===== src/ppfs_pkg.sv =====
// shared constants and types for the port pin function selector
package ppfs_pkg;

   // ----------------------------------------------------------------
   // operating modes
   // ----------------------------------------------------------------
   typedef enum logic [3:0]
   {
      PPFS_MODE_4 = 4'b0001,
      PPFS_MODE_5 = 4'b0010,
      PPFS_MODE_6 = 4'b0100,
      PPFS_MODE_7 = 4'b1000
   } ppfs_mode_t;

   localparam logic [2:0] PPFS_MD_CODE_4 = 3'h4;
   localparam logic [2:0] PPFS_MD_CODE_5 = 3'h5;
   localparam logic [2:0] PPFS_MD_CODE_6 = 3'h6;
   localparam logic [2:0] PPFS_MD_CODE_7 = 3'h7;

   // ----------------------------------------------------------------
   // widths, reset values, timing counts
   // ----------------------------------------------------------------
   localparam int PPFS_SYNC_W = 6;
   localparam int PPFS_TOP_ADDR_W = 4;
   localparam logic [1:0] PPFS_LOCK_CYCLES = 2'h2;
   localparam logic [1:0] PPFS_LOCK_RST = 2'h0;
   localparam ppfs_mode_t PPFS_MODE_RST = PPFS_MODE_4;
   localparam logic PPFS_CS0_DIR_RST = 1'b0;
   localparam logic [7:0] PPFS_BYTE_RST = 8'h00;
   localparam logic [4:0] PPFS_PG_RST = 5'h00;
   localparam logic [3:0] PPFS_NIB_RST = 4'h0;
   localparam logic [5:0] PPFS_IRQ_RST = 6'h00;

   // ----------------------------------------------------------------
   // pin positions
   // ----------------------------------------------------------------
   localparam int PPFS_PF_CLK = 7;
   localparam int PPFS_PF_AS = 6;
   localparam int PPFS_PF_RD = 5;
   localparam int PPFS_PF_HWR = 4;
   localparam int PPFS_PF_LWR = 3;
   localparam int PPFS_PF_WAIT = 2;
   localparam int PPFS_PF_BACK = 1;
   localparam int PPFS_PF_BUS_REQUEST_IN = 0;
   localparam int PPFS_PG_CS0 = 4;
   localparam int PPFS_PG_CS1 = 3;
   localparam int PPFS_PG_CS2 = 2;
   localparam int PPFS_PG_CS3 = 1;
   localparam int PPFS_PG_TRG = 0;

endpackage


===== src/ppfs_sync.sv =====
// two-stage synchroniser for pin levels
`timescale 1ns/1ps
`default_nettype none
module ppfs_sync
   import ppfs_pkg::*;
#(
   parameter int WIDTH = PPFS_SYNC_W
)
(
   input wire logic sys_clk,
   input wire logic rst_n,
   input wire logic clk_en,
   input wire logic [WIDTH-1:0] async_in,
   output logic [WIDTH-1:0] sync_out
);

   // ----------------------------------------------------------------
   // per-bit flop pairs
   // ----------------------------------------------------------------
   genvar gi;
   generate
      for (gi = 0; gi < WIDTH; gi++)
      begin : g_bit
         logic meta_q;
         logic meta_d;
         logic stab_q;
         logic stab_d;
         always_comb
         begin
            meta_d = clk_en ? async_in[gi] : meta_q;
            stab_d = clk_en ? meta_q : stab_q;
         end
         always_ff @(posedge sys_clk)
         begin
            // straps must be settled when reset lifts, so the chain
            // keeps filling through reset whatever the enable
            if (!rst_n)
            begin
               meta_q <= async_in[gi];
               stab_q <= meta_q;
            end
            else
            begin
               meta_q <= meta_d;
               stab_q <= stab_d;
            end
         end
         assign sync_out[gi] = stab_q;
      end
   endgenerate

endmodule
`default_nettype wire


===== src/ppfs_top.sv =====
// pin function multiplexer for the bus data, bus control, chip select and top address ports
`timescale 1ns/1ps
`default_nettype none
// Operation
// - the low data byte port is general I/O in 8-bit bus modes and always in single-chip mode.
// - the clock pin is an input while its direction bit is 0 (reset) and drives the clock at 1.
// - in 8-bit bus mode the low write strobe pin becomes I/O when its disable bit is 1.
// - with the wait enable bit at 1 the shared pin is the bus wait input, else an I/O port.
// - chip select 4 is driven only when the 2-5 enable, its pin select and direction are all 1.
// - with bus release enabled the pins take a bus request in and drive a bus acknowledge out.
// - after reset in mode 4 or 5 the chip select 0 direction defaults to output, not in mode 6.
// - the upper address port has pins shared with timer channels and top address outputs by mode.
// - each top address pin picks address or port data by its own address enable bit.
// - variants without internal program memory only offer modes 4 and 5.
// - with address enable and direction at 1 the pin drives the address, else port data.
// - the 3-or-6 choice bit selects chip select 3 or 6 on the shared chip select pin.
module ppfs_top
   import ppfs_pkg::*;
#(
   parameter bit HAS_INT_ROM = 1'b1
)
(
   input wire logic sys_clk,
   input wire logic rst_n,
   input wire logic clk_en,
   input wire logic [2:0] mode_pins,
   input wire logic bus_width_8,
   input wire logic addr_strobe_disable,
   input wire logic low_write_strobe_disable,
   input wire logic wait_input_enable,
   input wire logic chip_sel_2_to_5_enable,
   input wire logic chip_sel_4_pin_select,
   input wire logic chip_sel_5_pin_select,
   input wire logic chip_sel_3_or_6_choice,
   input wire logic chip_sel_1_or_7_choice,
   input wire logic chip_sel_1_6_7_enable,
   input wire logic bus_release_enable,
   input wire logic [3:0] top_addr_enable,
   input wire logic cs0_dir_wr,
   input wire logic cs0_dir_wdata,
   input wire logic clk_out_level,
   input wire logic [3:0] addr_top,
   input wire logic address_strobe_n,
   input wire logic read_strobe_n,
   input wire logic high_write_strobe_n,
   input wire logic low_write_strobe_n,
   input wire logic bus_ack_n,
   input wire logic [7:0] chip_sel_n,
   input wire logic [7:0] data_lo_out,
   input wire logic data_lo_drive,
   input wire logic [3:0] timer_out,
   input wire logic [3:0] timer_oe,
   input wire logic [7:0] pe_dr,
   input wire logic [7:0] pe_ddr,
   input wire logic [7:0] pf_dr,
   input wire logic [7:0] pf_ddr,
   input wire logic [4:0] pg_dr,
   input wire logic [3:0] pg_ddr_low,
   input wire logic [3:0] p1_dr,
   input wire logic [3:0] p1_ddr,
   input wire logic [3:0] pf_pin_in,
   input wire logic [1:0] pg_pin_in,
   output ppfs_mode_t op_mode,
   output logic cs0_dir,
   output logic [7:0] pe_out,
   output logic [7:0] pe_oe,
   output logic [7:0] pf_out,
   output logic [7:0] pf_oe,
   output logic [4:0] pg_out,
   output logic [4:0] pg_oe,
   output logic [3:0] p1_out,
   output logic [3:0] p1_oe,
   output logic wait_to_bus,
   output logic bus_request_in,
   output logic converter_trigger_in,
   output logic [5:0] irq_level
);

   // ----------------------------------------------------------------
   // mode decode
   // ----------------------------------------------------------------
   function automatic ppfs_mode_t decode_mode(input logic [2:0] md, input bit rom);
      ppfs_mode_t m;
      m = PPFS_MODE_4;
      unique case (md)
         PPFS_MD_CODE_5: m = PPFS_MODE_5;
         PPFS_MD_CODE_6: m = rom ? PPFS_MODE_6 : PPFS_MODE_4;
         PPFS_MD_CODE_7: m = rom ? PPFS_MODE_7 : PPFS_MODE_4;
         default: m = PPFS_MODE_4;
      endcase
      return m;
   endfunction

   logic [2:0] mode_sync;
   logic [PPFS_SYNC_W-1:0] pin_sync;

   // mode straps are pins, so they cross two flops before anyone looks
   ppfs_sync #(.WIDTH(3)) u_mode_sync
   (
      .sys_clk(sys_clk),
      .rst_n(rst_n),
      .clk_en(clk_en),
      .async_in(mode_pins),
      .sync_out(mode_sync)
   );

   ppfs_sync #(.WIDTH(PPFS_SYNC_W)) u_pin_sync
   (
      .sys_clk(sys_clk),
      .rst_n(rst_n),
      .clk_en(clk_en),
      .async_in({pg_pin_in, pf_pin_in}),
      .sync_out(pin_sync)
   );

   // ----------------------------------------------------------------
   // mode capture and chip select 0 direction
   // ----------------------------------------------------------------
   ppfs_mode_t mode_q;
   ppfs_mode_t mode_d;
   logic [1:0] lock_q;
   logic [1:0] lock_d;
   logic cs0_dir_q;
   logic cs0_dir_d;
   ppfs_mode_t new_mode;

   always_comb
   begin
      mode_d = mode_q;
      lock_d = lock_q;
      cs0_dir_d = cs0_dir_q;
      // illegal straps fall back to mode 4
      new_mode = decode_mode(mode_sync, HAS_INT_ROM);
      if (clk_en)
      begin
         // straps sampled until the synchroniser has filled after reset
         if (lock_q != PPFS_LOCK_CYCLES)
         begin
            mode_d = new_mode;
            lock_d = lock_q + 2'h1;
            // direction default decided once the mode is known
            cs0_dir_d = (new_mode == PPFS_MODE_4) || (new_mode == PPFS_MODE_5);
         end
         else if (cs0_dir_wr)
         begin
            cs0_dir_d = cs0_dir_wdata;
         end
      end
   end

   always_ff @(posedge sys_clk)
   begin
      if (!rst_n)
      begin
         mode_q <= PPFS_MODE_RST;
         lock_q <= PPFS_LOCK_RST;
         cs0_dir_q <= PPFS_CS0_DIR_RST;
      end
      else
      begin
         mode_q <= mode_d;
         lock_q <= lock_d;
         cs0_dir_q <= cs0_dir_d;
      end
   end

   // ----------------------------------------------------------------
   // pin function selection
   // ----------------------------------------------------------------
   logic bus_mode;
   logic [7:0] pe_out_q, pe_out_d, pe_oe_q, pe_oe_d;
   logic [7:0] pf_out_q, pf_out_d, pf_oe_q, pf_oe_d;
   logic [4:0] pg_out_q, pg_out_d, pg_oe_q, pg_oe_d;
   logic [3:0] p1_out_q, p1_out_d, p1_oe_q, p1_oe_d;
   logic wait_q, wait_d, bus_request_in_q, bus_request_in_d, trg_q, trg_d;
   logic [5:0] irq_q, irq_d;
   logic [4:0] pg_ddr;

   assign bus_mode = (mode_q != PPFS_MODE_7);
   assign pg_ddr = {cs0_dir_q, pg_ddr_low};

   always_comb
   begin
      // port defaults, overridden in the bus modes and by the clock pin and timer outputs in any mode
      pe_out_d = pe_dr;
      pe_oe_d = pe_ddr;
      pf_out_d = pf_dr;
      pf_oe_d = pf_ddr;
      pg_out_d = pg_dr;
      pg_oe_d = pg_ddr;
      p1_out_d = p1_dr;
      p1_oe_d = p1_ddr;
      // low data byte carries the bus only with a 16-bit bus
      if (bus_mode && !bus_width_8)
      begin
         pe_out_d = data_lo_out;
         pe_oe_d = {8{data_lo_drive}};
      end
      // clock pin follows its direction bit in every mode
      pf_out_d[PPFS_PF_CLK] = pf_ddr[PPFS_PF_CLK] ? clk_out_level : pf_dr[PPFS_PF_CLK];
      if (bus_mode)
      begin
         // address strobe, read and high write strobes
         if (!addr_strobe_disable)
         begin
            pf_out_d[PPFS_PF_AS] = address_strobe_n;
            pf_oe_d[PPFS_PF_AS] = 1'b1;
         end
         pf_out_d[PPFS_PF_RD] = read_strobe_n;
         pf_oe_d[PPFS_PF_RD] = 1'b1;
         pf_out_d[PPFS_PF_HWR] = high_write_strobe_n;
         pf_oe_d[PPFS_PF_HWR] = 1'b1;
         // low write strobe released only in 8-bit bus mode
         if (!(bus_width_8 && low_write_strobe_disable))
         begin
            pf_out_d[PPFS_PF_LWR] = low_write_strobe_n;
            pf_oe_d[PPFS_PF_LWR] = 1'b1;
         end
         // wait input turns the pin around
         if (wait_input_enable)
         begin
            pf_oe_d[PPFS_PF_WAIT] = 1'b0;
         end
         // bus release owns both pins over the chip selects
         if (bus_release_enable)
         begin
            pf_out_d[PPFS_PF_BACK] = bus_ack_n;
            pf_oe_d[PPFS_PF_BACK] = 1'b1;
            pf_oe_d[PPFS_PF_BUS_REQUEST_IN] = 1'b0;
         end
         else
         begin
            if (chip_sel_2_to_5_enable && chip_sel_5_pin_select && pf_ddr[PPFS_PF_BACK])
            begin
               pf_out_d[PPFS_PF_BACK] = chip_sel_n[5];
            end
            // all three bits needed before chip select 4 drives
            if (chip_sel_2_to_5_enable && chip_sel_4_pin_select && pf_ddr[PPFS_PF_BUS_REQUEST_IN])
            begin
               pf_out_d[PPFS_PF_BUS_REQUEST_IN] = chip_sel_n[4];
            end
         end
         // chip select 0 driven while its direction is output
         if (pg_ddr[PPFS_PG_CS0])
         begin
            pg_out_d[PPFS_PG_CS0] = chip_sel_n[0];
         end
         if (pg_ddr[PPFS_PG_CS1] && chip_sel_1_6_7_enable)
         begin
            pg_out_d[PPFS_PG_CS1] = chip_sel_1_or_7_choice ? chip_sel_n[7] : chip_sel_n[1];
         end
         if (pg_ddr[PPFS_PG_CS2] && chip_sel_2_to_5_enable)
         begin
            pg_out_d[PPFS_PG_CS2] = chip_sel_n[2];
         end
         // the choice bit picks chip select 3 or 6
         if (pg_ddr[PPFS_PG_CS3] && !chip_sel_3_or_6_choice && chip_sel_2_to_5_enable)
         begin
            pg_out_d[PPFS_PG_CS3] = chip_sel_n[3];
         end
         else if (pg_ddr[PPFS_PG_CS3] && chip_sel_3_or_6_choice && chip_sel_1_6_7_enable)
         begin
            pg_out_d[PPFS_PG_CS3] = chip_sel_n[6];
         end
         // per-pin address or port data choice
         for (int i = 0; i < PPFS_TOP_ADDR_W; i++)
         begin
            // address enable at 1 routes the address line
            if (top_addr_enable[i] && p1_ddr[i])
            begin
               p1_out_d[i] = addr_top[i];
            end
         end
      end
      // an active timer output takes the shared pin in any mode
      for (int i = 0; i < PPFS_TOP_ADDR_W; i++)
      begin
         if (timer_oe[i])
         begin
            p1_out_d[i] = timer_out[i];
            p1_oe_d[i] = 1'b1;
         end
      end
      // bus request only reaches the bus side while enabled
      bus_request_in_d = bus_mode && bus_release_enable && pin_sync[PPFS_PF_BUS_REQUEST_IN];
      // wait seen by the bus only while enabled
      wait_d = bus_mode && wait_input_enable && pin_sync[PPFS_PF_WAIT];
      // irq and trigger inputs stay live whatever the pin drives
      irq_d = pin_sync;
      trg_d = pin_sync[4];
      if (!clk_en)
      begin
         pe_out_d = pe_out_q;
         pe_oe_d = pe_oe_q;
         pf_out_d = pf_out_q;
         pf_oe_d = pf_oe_q;
         pg_out_d = pg_out_q;
         pg_oe_d = pg_oe_q;
         p1_out_d = p1_out_q;
         p1_oe_d = p1_oe_q;
         bus_request_in_d = bus_request_in_q;
         wait_d = wait_q;
         irq_d = irq_q;
         trg_d = trg_q;
      end
   end

   // registered pins cost a cycle of latency but keep pads glitch free
   always_ff @(posedge sys_clk)
   begin
      if (!rst_n)
      begin
         pe_out_q <= PPFS_BYTE_RST;
         pe_oe_q <= PPFS_BYTE_RST;
         pf_out_q <= PPFS_BYTE_RST;
         pf_oe_q <= PPFS_BYTE_RST;
         pg_out_q <= PPFS_PG_RST;
         pg_oe_q <= PPFS_PG_RST;
         p1_out_q <= PPFS_NIB_RST;
         p1_oe_q <= PPFS_NIB_RST;
         bus_request_in_q <= 1'b0;
         wait_q <= 1'b0;
         irq_q <= PPFS_IRQ_RST;
         trg_q <= 1'b0;
      end
      else
      begin
         pe_out_q <= pe_out_d;
         pe_oe_q <= pe_oe_d;
         pf_out_q <= pf_out_d;
         pf_oe_q <= pf_oe_d;
         pg_out_q <= pg_out_d;
         pg_oe_q <= pg_oe_d;
         p1_out_q <= p1_out_d;
         p1_oe_q <= p1_oe_d;
         bus_request_in_q <= bus_request_in_d;
         wait_q <= wait_d;
         irq_q <= irq_d;
         trg_q <= trg_d;
      end
   end

   assign op_mode = mode_q;
   assign cs0_dir = cs0_dir_q;
   assign pe_out = pe_out_q;
   assign pe_oe = pe_oe_q;
   assign pf_out = pf_out_q;
   assign pf_oe = pf_oe_q;
   assign pg_out = pg_out_q;
   assign pg_oe = pg_oe_q;
   assign p1_out = p1_out_q;
   assign p1_oe = p1_oe_q;
   assign wait_to_bus = wait_q;
   assign bus_request_in = bus_request_in_q;
   assign converter_trigger_in = trg_q;
   assign irq_level = irq_q;
endmodule
`default_nettype wire


===== config.mk =====
export PLATFORM = sky130hd
export DESIGN_NAME = ppfs_top
export DESIGN_NICKNAME = d
export VERILOG_FILES = /design/src/ppfs_pkg.sv /design/src/ppfs_sync.sv /design/src/ppfs_top.sv
export SDC_FILE = /design/constraint.sdc
export NUM_CORES = 1
export LEC_CHECK = 0
export BUFFER_PORTS_ARGS = -buffer_cell sky130_fd_sc_hd__buf_2
export CELL_PAD_IN_SITES_DETAIL_PLACEMENT = 1
export CELL_PAD_IN_SITES_GLOBAL_PLACEMENT = 2
export CORE_AREA = 8 8 122 124
export DETAILED_ROUTE_END_ITERATION = 7
export DIE_AREA = 0 0 130 132
export GPL_ROUTABILITY_DRIVEN = 0
export HOLD_SLACK_MARGIN = 0.15
export PLACE_DENSITY = 0.81
export SLEW_MARGIN = 15
export SYNTH_ARGS = -nofsm -noshare
export SYNTH_HDL_FRONTEND = slang
export SYNTH_SLANG_ARGS = --single-unit

===== constraint.sdc =====
create_clock -name sys_clk -period 4.1 [get_ports sys_clk]
set_clock_uncertainty 0.1 [all_clocks]
set_input_delay 1.23 -clock sys_clk [delete_from_list [all_inputs] [get_ports sys_clk]]
set_output_delay 1.23 -clock sys_clk [all_outputs]
set_load 0.005 [all_outputs]

==> results.yml <==
detailed_routing:
  drtPass1Iterations: 4
  detail_route.wl_per_cell_um: 16.2
  antenna_left: 0
  via_per_inst: 4.61
  totalWireLength_um: 11300
  via_count: 3215
  drt_iter0_drc: 112
  drc_errors: 0
timing:
  setup_viol: 0
  final_max_slew_viol_count: 0
  hold_viol: 0
  fmaxAchievable_mhz: 450
  rsz0062_at_grt: "no"
  maxSlewHeadroom: 0.594
  period_share: 0.543
  fin_ws_ps: 1880
  tns_ps: 0
  timing.hold.ws_ps: 318
  worst_slew_pin_slew_ps: 608
  min_period_ps: 2220
clock_network:
  clkTransAtPathRegs_ps: 60
  post_cts_buffers: 0
  root_buffer: "clkbuf_16"
  clk_path_buf_depth: 2
  h-tree-depth: 3
  clk-insertion-delay-late_ps: 340
  cts_resized: 0
  numCtsBuffers: 9
  cts.hold.buffers_added: 0
  cts_tree: "done"
  cts_sinks: 83
floorplan:
  die-area_um2: 17200
  start_util: 0.263
  io_pins: 177
  fp.dieW_um: 130
  num_rows: 42
  core_um2: 13000
  die_height_um: 132
logic_synthesis:
  syn_area_um2: 3420
  yosysTopAreaCell: "dfxtp_1"
  ys_warn_count: 0
  synth_seq_cells: 83
  yosysUniqueCellTypes: 40
  synthCells: 347
  syn_nets: 461
  ys.flop_type: "dfxtp_1"
  async_flop_share: 0
  synth_edf_count: 18
  ys_top_cells_by_area: "dfxtp_1, edfxtp_1, mux2i_1"
  syn_avg_cell_area_um2: 9.85
  netlist.area_leader.share: 0.381
  synth_seq_area_share: 0.539
worst_setup_path:
  r2r_start: "op_mode[0]"
  critPathLaunchType: "register"
  worstPathRequired_ps: 2770
  regToRegEndpoint: "pe_oe[7]"
  crit_fanout: 4
  worst-path-stages: 1
  crit_family: "flip-flops"
  reg2reg_depth: 4
  endpoint_kind: "primary output"
  critPathSlowestCell: "dfxtp_1"
  r2r_slack_ps: 2020
  critPathKind: "reg -> out"
  critPathArrivalTime_ps: 890
  crit_chain: "buf_2"
  worstPathBufferInverterCount: 1
  cp_slowest_stage_delay_ps: 410
finish:
  layout_common_cells: "buf_2, dfxtp_1, a21oi_1, o21ai_0, nand2_1"
  fillers: 1576
  final_nets: 631
  final_cell_count_no_fill: 698
  area_growth_pct: 39.3
  final_layout_size_suffix_gt1_frac: 0.393
  regArea_um2: 1840
  multiInputGateArea_um2: 1430
  antenna_cells: 0
  layout_commonest_cell: "buf_2"
  fin_util: 0.367
  fin_area_um2: 4760
global_route:
  grt_pass1_wl_um: 17800
  antenna_found_initial: 0
  grt_max_degree: 43
  grt_pass1_vias: 3509
  grt_overflow_total: 0
  track_usage: 0.133
placed_design:
  place_area_um2: 4450
  place_ws_ps: 1490
  dp_hpwl_um: 8930
  placed_cells: 682
  port_buffers: 176
min_path:
  whs_endpoint: "u_pin_sync.g_bit[0].stab_q"
  hp-class: "reg -> reg"
  hold_depth: 0
  hp-start: "u_pin_sync.g_bit[0].meta_q"
pwr:
  p_per_area_nw_per_um2: 428
  p_leak_nw: 2.23
  total_power_mw: 2.04
  peakVddDrop_mv: 0.154
job:
  cap_violations: 0
run_status:
  status: "completed"
## sequential cells by signal, summed over array words and instances, names as in the netlist, 6 cells and up
register                 cells
pf_out                       8
u_pin_sync.g_bit.meta_q      6
pe_oe                        8
u_pin_sync.g_bit.stab_q      6
pf_oe                        8
pe_out                       8
irq_level                    6
## logic make-up (layout without fill, tap and decap cells)
logic type | count (synthesis) | in the layout | synth area share
DFF | 83 | 83 | 0.539
adders and majority gates | 1 | 1 | 0.00366
and+or+nand+nor | 98 | 98 | 0.152
AOI/OAI and AO/OA | 111 | 111 | 0.190
xor gates and xnor gates | 1 | 1 | 0.00256
muxes | 24 | 24 | 0.0710
buffers and inverters | 29 | 204 | 0.0417
## area by class of cell
type | count | share of cell area
Multi-Input combinational cell | 235 | 0.301
Sequential cell | 83 | 0.387
Inverter | 5 | 0.00394
Clock buffer | 11 | 0.0489
Clock inverter | 5 | 0.0163
Tap cell | 176 | 0.0463
Timing Repair Buffer | 183 | 0.197
## synth_stat cells (5+ instances only)
cell type and n:
dfxtp_1 65, a21oi_1 40, o21ai_0 38, nand2_1 32, nor2b_1 23, mux2i_1 22, edfxtp_1 18, clkbuf_1 16
nand3_1 11, nor2_1 11, a31oi_1 9, nand2b_1 6, inv_1 5, nand3b_1 5
## power breakdown
part	switching [mW]	total (mW)	internal [mW]
logic	0.128	0.253	0.126
clock network	0.322	0.853	0.532
registers	0.0310	0.932	0.901
## worst max path at each step
stage / startpoint / endpoint
after floorplan: clk_en / pg_out[1]
after global placement: rst_n / pg_out[1]
after detailed placement: rst_n / pg_out[1]
after CTS: op_mode[2] / op_mode[2]
after global routing: rst_n / pg_out[1]
final: op_mode[2] / op_mode[2]
## layer usage
metal,GRT usage,part of all wire,vias to the layer above
li1,-,-,1581
met1,0.145,0.41,1514
met2,0.228,0.49,109
met3,0.0530,0.087,11
met4,0.0445,0.013,0
met5,0,0,-
Power figures use the tool's default switching activity.
